`config.mk`:
```
export PLATFORM = sky130hd
export DESIGN_NAME = remote_readback_and_status_priority
export DESIGN_NICKNAME = d
export VERILOG_FILES = /design/src/hdl/loop_status_pkg.sv /design/src/hdl/remote_readback_and_status_priority.sv
export SDC_FILE = /design/constraint.sdc
export NUM_CORES = 1
export LEC_CHECK = 0
export ABC_AREA = 1
export BUFFER_PORTS_ARGS = -buffer_cell sky130_fd_sc_hd__buf_4
export CORE_MARGIN = 4
export CORE_UTILIZATION = 45
export CTS_CLUSTER_SIZE = 20
export DETAILED_ROUTE_END_ITERATION = 10
export GPL_TIMING_DRIVEN = 0
export PLACE_DENSITY = 0.63
export SETUP_SLACK_MARGIN = 0.3
export SYNTH_ARGS = -nofsm -noshare
export SYNTH_HDL_FRONTEND = slang
export SYNTH_SLANG_ARGS = --single-unit
```
`constraint.sdc`:
```
create_clock -name MCLK -period 1.87 [get_ports MCLK]
set_clock_uncertainty 0.15 [all_clocks]
set_input_delay 0 -clock MCLK [delete_from_list [all_inputs] [get_ports MCLK]]
set_output_delay 0 -clock MCLK [all_outputs]
set_load 0.02 [all_outputs]
```
`src/hdl/loop_status_pkg.sv`:
```
// Shared constants, the condition priority encoder and its package
//
// Summary of operation
// - Instructions are accepted only while the device is an addressed listener.
// - Own listen address with remote enable active makes listener and remote mode.
// - Not remote enable message returns the device to local mode.
// - In remote mode, instructions dump control registers or dump character registers.
// - A dump instruction keeps registers ready until talker and send data arrive.
// - Own talk address ends listening and makes talker; send data starts output.
// - Each sent byte holds one register nibble, low bits, ascending register order.
// - After the last register byte an end of transmission OK message follows.
// - Four-byte status record is refreshed whenever a reported condition changes.
// - Status byte 1 bit 6 flags service request; clears on cause clear or status sent.
// - Status byte 1 shows only the highest active condition, then the next lower.
// - Priority 1: autodisconnect reported as 1X000101.
// - Priority 2: manual service key pressed since status sent, 1X001001.
// - Priority 3: serial break received since status sent, 1X001010.
// - Priority 4: receive data error reported as 1X000011.
// - Priority 5: receive buffer holding data reported as 1X100010.
// - Priority 6: transmit buffer not full reported as 1X100001.
// - Priority 7: transmit buffer full reported as 1X100011.
// - No service request unless bit 3 of enable register A is set.
// - Pending service request converts next passing data, end or identify message.
`default_nettype none
`timescale 1ns/10ps

package loop_status_pkg;

    typedef enum logic [3:0] {
        MK_DAB   = 4'h0,
        MK_END   = 4'h1,
        MK_IDY   = 4'h2,
        MK_LAD   = 4'h3,
        MK_TAD   = 4'h4,
        MK_UNL   = 4'h5,
        MK_UNT   = 4'h6,
        MK_REN   = 4'h7,
        MK_NRE   = 4'h8,
        MK_SDA   = 4'h9,
        MK_SST   = 4'ha,
        MK_EOT   = 4'hb,
        MK_OTHER = 4'hf
    } msg_e;

    localparam int          NUM_CTRL     = 16;
    localparam int          NUM_CHAR     = 16;
    localparam logic [3:0]  IDX_ENA_A    = 4'h0;
    localparam logic [3:0]  IDX_ENA_B    = 4'h1;
    localparam logic [3:0]  IDX_ENA_C    = 4'h2;
    localparam logic [3:0]  IDX_DISC     = 4'hd;
    localparam int          ENA_A_GLOBAL = 3;
    localparam int          ENA_A_DERR   = 2;
    localparam int          ENA_B_TXEMP  = 0;
    localparam int          ENA_B_TXNF   = 1;
    localparam int          ENA_B_RXNE   = 2;
    localparam int          ENA_B_RXFULL = 3;
    localparam int          ENA_C_BREAK  = 0;
    localparam int          ENA_C_DISC   = 1;
    localparam int          ENA_C_KEY    = 2;
    localparam logic [3:0]  DUMP_HI      = 4'h3;
    localparam logic [7:0]  CH_S         = 8'h53;
    localparam logic [7:0]  CH_R         = 8'h52;
    localparam logic [7:0]  CH_0         = 8'h30;
    localparam logic [7:0]  CH_2         = 8'h32;
    localparam logic [7:0]  CH_SEMI      = 8'h3b;
    localparam logic [7:0]  CH_CR        = 8'h0d;
    localparam logic [7:0]  CH_LF        = 8'h0a;
    localparam int          SRQ_BIT      = 6;
    localparam logic        SB1_TOP      = 1'b1;
    localparam logic [5:0]  SC_DISC      = 6'b000101;
    localparam logic [5:0]  SC_KEY       = 6'b001001;
    localparam logic [5:0]  SC_BREAK     = 6'b001010;
    localparam logic [5:0]  SC_DERR      = 6'b000011;
    localparam logic [5:0]  SC_RXDATA    = 6'b100010;
    localparam logic [5:0]  SC_TXROOM    = 6'b100001;
    localparam logic [5:0]  SC_TXFULL    = 6'b100011;
    localparam int          NUM_STAT     = 4;

endpackage

// ****************************************
// Highest-priority condition to status byte 1
// ****************************************
module cond_priority_enc (
    input  wire logic       srq,
    input  wire logic       disc,
    input  wire logic       key_seen,
    input  wire logic       brk_seen,
    input  wire logic       data_err,
    input  wire logic       rx_not_empty,
    input  wire logic       tx_full,
    output logic      [7:0] code
);
    logic [5:0] low;

    always_comb begin
        if (disc) begin
            low = loop_status_pkg::SC_DISC;
        end else if (key_seen) begin
            low = loop_status_pkg::SC_KEY;
        end else if (brk_seen) begin
            low = loop_status_pkg::SC_BREAK;
        end else if (data_err) begin
            low = loop_status_pkg::SC_DERR;
        end else if (rx_not_empty) begin
            low = loop_status_pkg::SC_RXDATA;
        end else if (!tx_full) begin
            low = loop_status_pkg::SC_TXROOM;
        end else begin
            low = loop_status_pkg::SC_TXFULL;
        end
        code = {loop_status_pkg::SB1_TOP, srq, low};
    end
endmodule // cond_priority_enc

`default_nettype wire

```
`src/hdl/remote_readback_and_status_priority.sv`:
```
// Remote-mode read-back, addressing and system status of the loop interface
`default_nettype none
`timescale 1ns/10ps

module remote_readback_and_status_priority (
    input  wire logic       MCLK,
    input  wire logic       RESET_N,
    input  wire logic [4:0] DEV_ADDR,
    input  wire logic       MSG_VALID,
    input  wire logic [3:0] MSG_KIND,
    input  wire logic [4:0] MSG_ADDR,
    input  wire logic [7:0] MSG_DATA,
    output logic            MSG_READY,
    output logic            OUT_VALID,
    output logic      [3:0] OUT_KIND,
    output logic      [7:0] OUT_DATA,
    output logic            OUT_SRQ,
    input  wire logic       OUT_READY,
    input  wire logic       CFG_WE,
    input  wire logic [4:0] CFG_ADDR,
    input  wire logic [3:0] CFG_DATA,
    input  wire logic       AUTODISC,
    input  wire logic       MANUAL_SERVICE_KEY,
    input  wire logic       BREAK_SEEN,
    input  wire logic       DATA_ERR,
    input  wire logic       RX_NOT_EMPTY,
    input  wire logic       RX_FULL,
    input  wire logic       TX_EMPTY,
    input  wire logic       TX_FULL,
    input  wire logic [23:0] STATUS_EXT,
    output logic      [7:0] SYS_STATUS,
    output logic            REMOTE,
    output logic            LISTENER,
    output logic            TALKER
);
    typedef enum logic [1:0] {
        ST_IDLE = 2'b00,
        ST_DUMP = 2'b01,
        ST_STAT = 2'b10,
        ST_EOT  = 2'b11
    } state_e;

    typedef enum logic [1:0] {
        ARM_NONE = 2'b00,
        ARM_CTRL = 2'b01,
        ARM_CHAR = 2'b10
    } arm_e;

    // ****************************************
    // Register storage
    // ****************************************
    logic [3:0]  ctrl_r [loop_status_pkg::NUM_CTRL];
    logic [3:0]  char_r [loop_status_pkg::NUM_CHAR];
    logic [7:0]  stat_r [loop_status_pkg::NUM_STAT];

    always_ff @(posedge MCLK or negedge RESET_N) begin
        if (!RESET_N) begin
            for (int i = 0; i < loop_status_pkg::NUM_CTRL; i++) begin
                ctrl_r[i] <= 4'h0;
                char_r[i] <= 4'h0;
            end
        end else if (CFG_WE) begin
            if (CFG_ADDR[4]) begin
                char_r[CFG_ADDR[3:0]] <= CFG_DATA;
            end else begin
                ctrl_r[CFG_ADDR[3:0]] <= CFG_DATA;
            end
        end
    end

    // ****************************************
    // Manual key pin synchroniser
    // ****************************************
    logic key_s1_r, key_s2_r, key_s3_r, key_lvl_r, key_lvl_nxt, key_rise;

    always_comb begin
        key_lvl_nxt = (key_s2_r == key_s3_r) ? key_s3_r : key_lvl_r;
        key_rise    = key_s2_r & key_s3_r & ~key_lvl_r;
    end

    always_ff @(posedge MCLK or negedge RESET_N) begin
        if (!RESET_N) begin
            key_s1_r  <= 1'b0;
            key_s2_r  <= 1'b0;
            key_s3_r  <= 1'b0;
            key_lvl_r <= 1'b0;
        end else begin
            key_s1_r  <= MANUAL_SERVICE_KEY;
            key_s2_r  <= key_s1_r;
            key_s3_r  <= key_s2_r;
            key_lvl_r <= key_lvl_nxt;
        end
    end

    // ****************************************
    // Addressing, parser and talker sequencer
    // ****************************************
    state_e      st_r, st_nxt;
    arm_e        armed_r, armed_nxt;
    logic        ren_r, ren_nxt, remote_r, remote_nxt;
    logic        listen_r, listen_nxt, talk_r, talk_nxt;
    logic [23:0] cmd_r, cmd_nxt;
    logic [1:0]  cmd_cnt_r, cmd_cnt_nxt;
    logic [3:0]  idx_r, idx_nxt;
    logic        out_valid_nxt, out_srq_nxt, stat_done;
    logic [3:0]  out_kind_nxt;
    logic [7:0]  out_data_nxt;
    logic        take, own, hs, term, srq_r;
    loop_status_pkg::msg_e kind;

    always_comb begin
        take          = MSG_VALID & MSG_READY;
        kind          = loop_status_pkg::msg_e'(MSG_KIND);
        own           = (MSG_ADDR == DEV_ADDR);
        hs            = OUT_VALID & OUT_READY;
        term          = (MSG_DATA == loop_status_pkg::CH_SEMI) | (MSG_DATA == loop_status_pkg::CH_CR)
                      | (MSG_DATA == loop_status_pkg::CH_LF);
        st_nxt        = st_r;
        armed_nxt     = armed_r;
        ren_nxt       = ren_r;
        remote_nxt    = remote_r;
        listen_nxt    = listen_r;
        talk_nxt      = talk_r;
        cmd_nxt       = cmd_r;
        cmd_cnt_nxt   = cmd_cnt_r;
        idx_nxt       = idx_r;
        out_valid_nxt = OUT_VALID & ~OUT_READY;
        out_kind_nxt  = OUT_KIND;
        out_data_nxt  = OUT_DATA;
        out_srq_nxt   = OUT_SRQ & ~OUT_READY;
        stat_done     = 1'b0;
        if (take) begin
            case (kind)
                loop_status_pkg::MK_REN: ren_nxt = 1'b1;
                loop_status_pkg::MK_NRE: begin
                    ren_nxt    = 1'b0;
                    remote_nxt = 1'b0;
                end
                loop_status_pkg::MK_LAD: begin
                    listen_nxt = own;
                    if (own && ren_r) begin
                        remote_nxt = 1'b1;
                    end
                end
                loop_status_pkg::MK_UNL: listen_nxt = 1'b0;
                loop_status_pkg::MK_TAD: begin
                    talk_nxt = own;
                    if (own) begin
                        listen_nxt = 1'b0;
                    end
                end
                loop_status_pkg::MK_UNT: talk_nxt = 1'b0;
                loop_status_pkg::MK_SDA: begin
                    if (talk_r && armed_r != ARM_NONE) begin
                        st_nxt  = ST_DUMP;
                        idx_nxt = 4'h0;
                    end
                end
                loop_status_pkg::MK_SST: begin
                    if (talk_r) begin
                        st_nxt  = ST_STAT;
                        idx_nxt = 4'h0;
                    end
                end
                loop_status_pkg::MK_DAB, loop_status_pkg::MK_END: begin
                    if (listen_r && remote_r) begin
                        if (term) begin
                            if (cmd_cnt_r == 2'd3 && cmd_r[23:8] == {loop_status_pkg::CH_S, loop_status_pkg::CH_R}) begin
                                if (cmd_r[7:0] == loop_status_pkg::CH_0) begin
                                    armed_nxt = ARM_CTRL;
                                end else if (cmd_r[7:0] == loop_status_pkg::CH_2) begin
                                    armed_nxt = ARM_CHAR;
                                end
                            end
                            cmd_cnt_nxt = 2'd0;
                        end else begin
                            cmd_nxt = {cmd_r[15:0], MSG_DATA};
                            if (cmd_cnt_r != 2'd3) begin
                                cmd_cnt_nxt = cmd_cnt_r + 2'd1;
                            end
                        end
                    end else if (!talk_r) begin
                        out_valid_nxt = 1'b1;
                        out_kind_nxt  = MSG_KIND;
                        out_data_nxt  = MSG_DATA;
                        out_srq_nxt   = srq_r;
                    end
                end
                loop_status_pkg::MK_IDY: begin
                    out_valid_nxt = 1'b1;
                    out_kind_nxt  = MSG_KIND;
                    out_data_nxt  = MSG_DATA;
                    out_srq_nxt   = srq_r;
                end
                default: ;
            endcase
        end
        if (!out_valid_nxt) begin
            case (st_r)
                ST_DUMP: begin
                    out_valid_nxt = 1'b1;
                    out_kind_nxt  = loop_status_pkg::MK_DAB;
                    out_srq_nxt   = srq_r;
                    out_data_nxt  = {loop_status_pkg::DUMP_HI,
                                     (armed_r == ARM_CHAR) ? char_r[idx_r] : ctrl_r[idx_r]};
                    idx_nxt       = idx_r + 4'h1;
                    if (idx_r == 4'hf) begin
                        st_nxt = ST_EOT;
                    end
                end
                ST_STAT: begin
                    out_valid_nxt = 1'b1;
                    out_kind_nxt  = loop_status_pkg::MK_DAB;
                    out_srq_nxt   = srq_r;
                    out_data_nxt  = stat_r[idx_r[1:0]];
                    idx_nxt       = idx_r + 4'h1;
                    if (idx_r == 4'h3) begin
                        st_nxt    = ST_IDLE;
                        stat_done = 1'b1;
                    end
                end
                ST_EOT: begin
                    out_valid_nxt = 1'b1;
                    out_kind_nxt  = loop_status_pkg::MK_EOT;
                    out_data_nxt  = 8'h00;
                    out_srq_nxt   = 1'b0;
                    armed_nxt     = ARM_NONE;
                    st_nxt        = ST_IDLE;
                end
                default: ;
            endcase
        end
        if (!remote_nxt) begin
            armed_nxt = ARM_NONE;
        end
    end

    always_ff @(posedge MCLK or negedge RESET_N) begin
        if (!RESET_N) begin
            st_r      <= ST_IDLE;
            armed_r   <= ARM_NONE;
            ren_r     <= 1'b0;
            remote_r  <= 1'b0;
            listen_r  <= 1'b0;
            talk_r    <= 1'b0;
            cmd_r     <= 24'h000000;
            cmd_cnt_r <= 2'd0;
            idx_r     <= 4'h0;
            OUT_VALID <= 1'b0;
            OUT_KIND  <= 4'h0;
            OUT_DATA  <= 8'h00;
            OUT_SRQ   <= 1'b0;
            MSG_READY <= 1'b0;
        end else begin
            st_r      <= st_nxt;
            armed_r   <= armed_nxt;
            ren_r     <= ren_nxt;
            remote_r  <= remote_nxt;
            listen_r  <= listen_nxt;
            talk_r    <= talk_nxt;
            cmd_r     <= cmd_nxt;
            cmd_cnt_r <= cmd_cnt_nxt;
            idx_r     <= idx_nxt;
            OUT_VALID <= out_valid_nxt;
            OUT_KIND  <= out_kind_nxt;
            OUT_DATA  <= out_data_nxt;
            OUT_SRQ   <= out_srq_nxt;
            MSG_READY <= ~out_valid_nxt & (st_nxt == ST_IDLE);
        end
    end

    always_comb begin
        REMOTE   = remote_r;
        LISTENER = listen_r;
        TALKER   = talk_r;
    end

    // ****************************************
    // Status record and service request
    // ****************************************
    logic       key_seen_r, key_seen_nxt, brk_seen_r, brk_seen_nxt;
    logic       srq_nxt, srq_req, srq_req_q;
    logic [7:0] sb1;

    always_comb begin
        srq_req = ctrl_r[loop_status_pkg::IDX_ENA_A][loop_status_pkg::ENA_A_GLOBAL]
                & ((ctrl_r[loop_status_pkg::IDX_ENA_A][loop_status_pkg::ENA_A_DERR] & DATA_ERR)
                |  (ctrl_r[loop_status_pkg::IDX_ENA_B][loop_status_pkg::ENA_B_TXEMP] & TX_EMPTY)
                |  (ctrl_r[loop_status_pkg::IDX_ENA_B][loop_status_pkg::ENA_B_TXNF] & ~TX_FULL)
                |  (ctrl_r[loop_status_pkg::IDX_ENA_B][loop_status_pkg::ENA_B_RXNE] & RX_NOT_EMPTY)
                |  (ctrl_r[loop_status_pkg::IDX_ENA_B][loop_status_pkg::ENA_B_RXFULL] & RX_FULL)
                |  (ctrl_r[loop_status_pkg::IDX_ENA_C][loop_status_pkg::ENA_C_BREAK] & brk_seen_r)
                |  (ctrl_r[loop_status_pkg::IDX_ENA_C][loop_status_pkg::ENA_C_DISC] & AUTODISC)
                |  (ctrl_r[loop_status_pkg::IDX_ENA_C][loop_status_pkg::ENA_C_KEY] & key_seen_r));
        if (!srq_req) begin
            srq_nxt = 1'b0;
        end else if (!srq_req_q) begin
            srq_nxt = 1'b1;
        end else if (stat_done) begin
            srq_nxt = 1'b0;
        end else begin
            srq_nxt = srq_r;
        end
        key_seen_nxt = key_rise | (key_seen_r & ~stat_done);
        brk_seen_nxt = BREAK_SEEN | (brk_seen_r & ~stat_done);
    end

    cond_priority_enc u_enc (
        .srq          (srq_r),
        .disc         (AUTODISC),
        .key_seen     (key_seen_r),
        .brk_seen     (brk_seen_r),
        .data_err     (DATA_ERR),
        .rx_not_empty (RX_NOT_EMPTY),
        .tx_full      (TX_FULL),
        .code         (sb1)
    );

    always_ff @(posedge MCLK or negedge RESET_N) begin
        if (!RESET_N) begin
            key_seen_r <= 1'b0;
            brk_seen_r <= 1'b0;
            srq_r      <= 1'b0;
            srq_req_q  <= 1'b0;
            SYS_STATUS <= 8'h00;
            for (int i = 0; i < loop_status_pkg::NUM_STAT; i++) begin
                stat_r[i] <= 8'h00;
            end
        end else begin
            key_seen_r <= key_seen_nxt;
            brk_seen_r <= brk_seen_nxt;
            srq_r      <= srq_nxt;
            srq_req_q  <= srq_req;
            SYS_STATUS <= sb1;
            stat_r[0]  <= sb1;
            stat_r[1]  <= STATUS_EXT[7:0];
            stat_r[2]  <= STATUS_EXT[15:8];
            stat_r[3]  <= STATUS_EXT[23:16];
        end
    end
endmodule // remote_readback_and_status_priority

`default_nettype wire

```
==> summary.md <==
| Metric | Value |
|---|---|
| Outcome | complete, but fails checks |
| Failing checks | hold timing |
| Leak | around 7 nW |
| Port Buffers | a little over 90 |
| Die area | between 20000 and 30000 sq um |
| CTS tree | yes |
| Setup CP Type | register to register |
| Largest net degree at the start of global routing | 117 |
| Drt wl/cell | 17.6 microns |
| Final setup violation count | 0 |
| Initial antenna violation count | 0 |
| Antenna viol nets, final | 0 |
| Seq pwr share | roughly 34% |
| Hold WC Path Type | primary input to asynchronous set/reset pin |
| # nets final | between 1.5k and 2k |
| Syn Inst Count | roughly 1.3k |
| Combined flip-flop and latch cell area | 5510 sq um |
| Pwr per Cell Area | 1220 nW/um^2 |
| Post-synth top flop | dfrtp_1 |
| Ys Warns | 0 |
| Die width | approximately 160 microns |
| Starting DRC count in detailed routing | 727 |
| Grt ovf | 0 |
| Post-route DRC violation count | 0 |
| Post-Syn Area | around 10000 sq um |
| Min Hold Slack | -0.0900 ns |
| Crit Path Max Fanout | 7 |
| GRT Resource Usage Total | between 20% and 30% |
| Combinational fraction of design power | 38.6% |
| CTS buffer count | 25 |
| Util after Layout | 64.6% |
| Post-synth EDFFs | 0 |
| Synth-to-layout area growth | 40.9% |
| First-pass GRT wire length | just over 50000 microns |
| N_diodes | 0 |
| #FFs+latches synth | 220 |
| Asr flop ratio synth | 100% |
| Final hold viol count | roughly 110 |
| Syn_nets | about 1.4k |
| Distinct cells, synth | between 40 and 50 |
| FMAX | 0.549 GHz |
| Commonest non-fill, non-tap cell in the layout | nand2_1 |
| Seq/Total Area, Yosys | 52.9% |
| Clk root buf | clkbuf_16 |
| Most used cells in the layout excluding fill and tap cells | nand2_1 (333), dfrtp_1 (214), o21ai_0 (144) |
| Cell-internal power | about 11 mW |
| Switching pwr | ~6.6 mW |
| Worst-Margin Slew | about 0.6 ns |
| Die height | ~160 microns |
| Slew headroom | 59.9% |
| Arrival @ worst endpoint | 2.06 ns |
| Placed wire-length estimate | roughly 20000 microns |
| Setup crit end kind | register |
| Max Cap Viol | 0 |
| Clk pwr share | between 20% and 30% |
| Max Slew Vio Count | 0 |
| Peak supply drop | 0.000750 V |
| Area of the multi-input gates | around 4700 sq um |
| Vias in the first global route | approximately 9.5k |
| Area of the core | between 20000 and 25000 sq um |
| Clock period minus worst slack | about 1.8 ns |
| Worst setup SP type | register |
| CTS clock-pin slew for the worst setup and hold paths | 0.06 ns |
| Fill cell count | around 1.9k |
| H-Tree Level Count | 1 |
| Worst skew pair latency | approximately 0.53 ns |
| Vias | approximately 9.6k |
| CTS Sinks | 220 |
| Final wirelength | around 32000 microns |
| Mapped Avg Cell Area | a little over 8 sq um |
| IO Count | between 90 and 100 |
| Sw Share | between 30% and 40% |
| Required time of the worst setup path | about 2.1 ns |
| RSZ-0062 raised after global routing | yes |
| Pre-antenna DRT Iters | 5 |
| DR vias/cell | approximately 5.2 |
| Layout cells sized above 1 | a little over a quarter |
| Global placement routability congestion | approximately 0.93 |
| Initial Utilization | a little under half |
| Maximum clock insertion buffer count | 3 |
| Final worst-path cycle share | 97.4% |
| Row cnt | 55 |
[registers in the layout (all words and copies together) (netlist names), 2 cells and up]
name,count
idx_r,4
OUT_KIND,4
st_r,2
cmd_cnt_r,2
stat_r,31
OUT_DATA,8
char_r,64
cmd_r,24
armed_r,2
ctrl_r,64
[power groups by stage]
stage          registers [mW]  clock network, mW  logic, mW
5_1_grt                  6.15               5.21       7.52
4_1_cts                  6.05               5.02       6.35
3_5_place_dp             6.09                  0       5.27
3_3_place_gp             6.08                  0       5.21
6_report                 6.06               4.95       6.92
2_1_floorplan            6.12                  0       3.33
[synthesized netlist by cell type, drive strengths merged (5+ instances only)]
cell type	count	share of area (%)
nand4	8	0.48
buf	26	1.7
o21ai	173	8.4
dfrtp	220	53
or2	21	1.3
ha	7	0.84
inv	145	5.3
clkbuf	32	1.2
o211ai	5	0.36
nor3	8	0.38
nand2	376	14
nor2	57	2.6
a21oi	20	0.96
nand3	147	7.1
o22ai	9	0.54
a31oi	6	0.36
[routing by layer]
metal | GRT usage (%) | vias up | part of all wire [%]
li1 | - | 4668 | -
met1 | 33.1 | 4638 | 43
met5 | 0 | - | 0
met3 | 3.35 | 61 | 4.3
met2 | 40.9 | 226 | 49
met4 | 7.63 | 0 | 2.8
[cells by family (layout without fill, tap and decap cells)]
family,Yosys count,after routing,share of synthesized area [%]
AOI/OAI and AO/OA,224,224,11.5
xor gates and xnor gates,6,6,0.505
adders and majority gates,7,7,0.841
buffers and inverters,207,482,8.27
DFF,220,220,52.9
muxes,1,1,0.108
other,2,2,0.0721
and+or+nand+nor,619,619,25.9
[critical path, stage by stage, from the launching register on]
cell and delay [ns]:
dfrtp_2 0.46, buf_8 0.17, buf_6 0.13, or2_2 0.28, nand3_1 0.08, nand3_2 0.09
nand3_2 0.10, nand3_2 0.09, nand3_2 0.08, a21oi_1 0.06
[path summary, 6_finish.rpt]
kind	startpoint	endpoint	slack (ns)	depth (start not counted)
max	idx_r[0]	OUT_DATA[1]	0.05	9
max reg2reg	idx_r[0]	OUT_DATA[1]	0.05	9
max in group asynchronous	RESET_N	MSG_READY	0.65	3
min	RESET_N	char_r[4]	-0.09	2
min in group MCLK	DEV_ADDR[0]	LISTENER	-0.08	5
min reg2reg	key_s1_r	key_s2_r	0.21	0
[area by class of cell]
cell class | count | area share [%]
Tap cell | 285 | 2.43
Timing Repair inverter | 1 | 0.0597
Inverter | 149 | 4.12
Timing Repair Buffer | 231 | 14.7
Buffer | 58 | 3.20
Clock buffer | 39 | 5.38
Multi-Input combinational cell | 859 | 32.2
Sequential cell | 220 | 37.6
Clock inverter | 4 | 0.333
[timing repair]
item,4_1_cts,5_1_grt
resized for setup,171,110
buffers inserted,19,17
endpoints found under the setup margin,51,100
gates cloned,9,0
endpoints found under the hold margin,256,133
hold buffers,87,11
pin swaps,36,34
[through the flow]
stage	area (sq um)	power [mW]	TNS [ns]	cells	setup slack, ns
after CTS	14100	17.4	0	1822	0.0707
after global routing	14700	18.9	-0.00844	1846	-0.00844
after floorplan	10500	9.45	0	1286	0.188
after global placement	11500	11.3	-227.24	1663	-1.26
final	14700	17.9	0	1846	0.0491
after detailed placement	11600	11.4	-1.94	1664	-0.469
No activity file was read; power rests on OpenSTA's default activity.
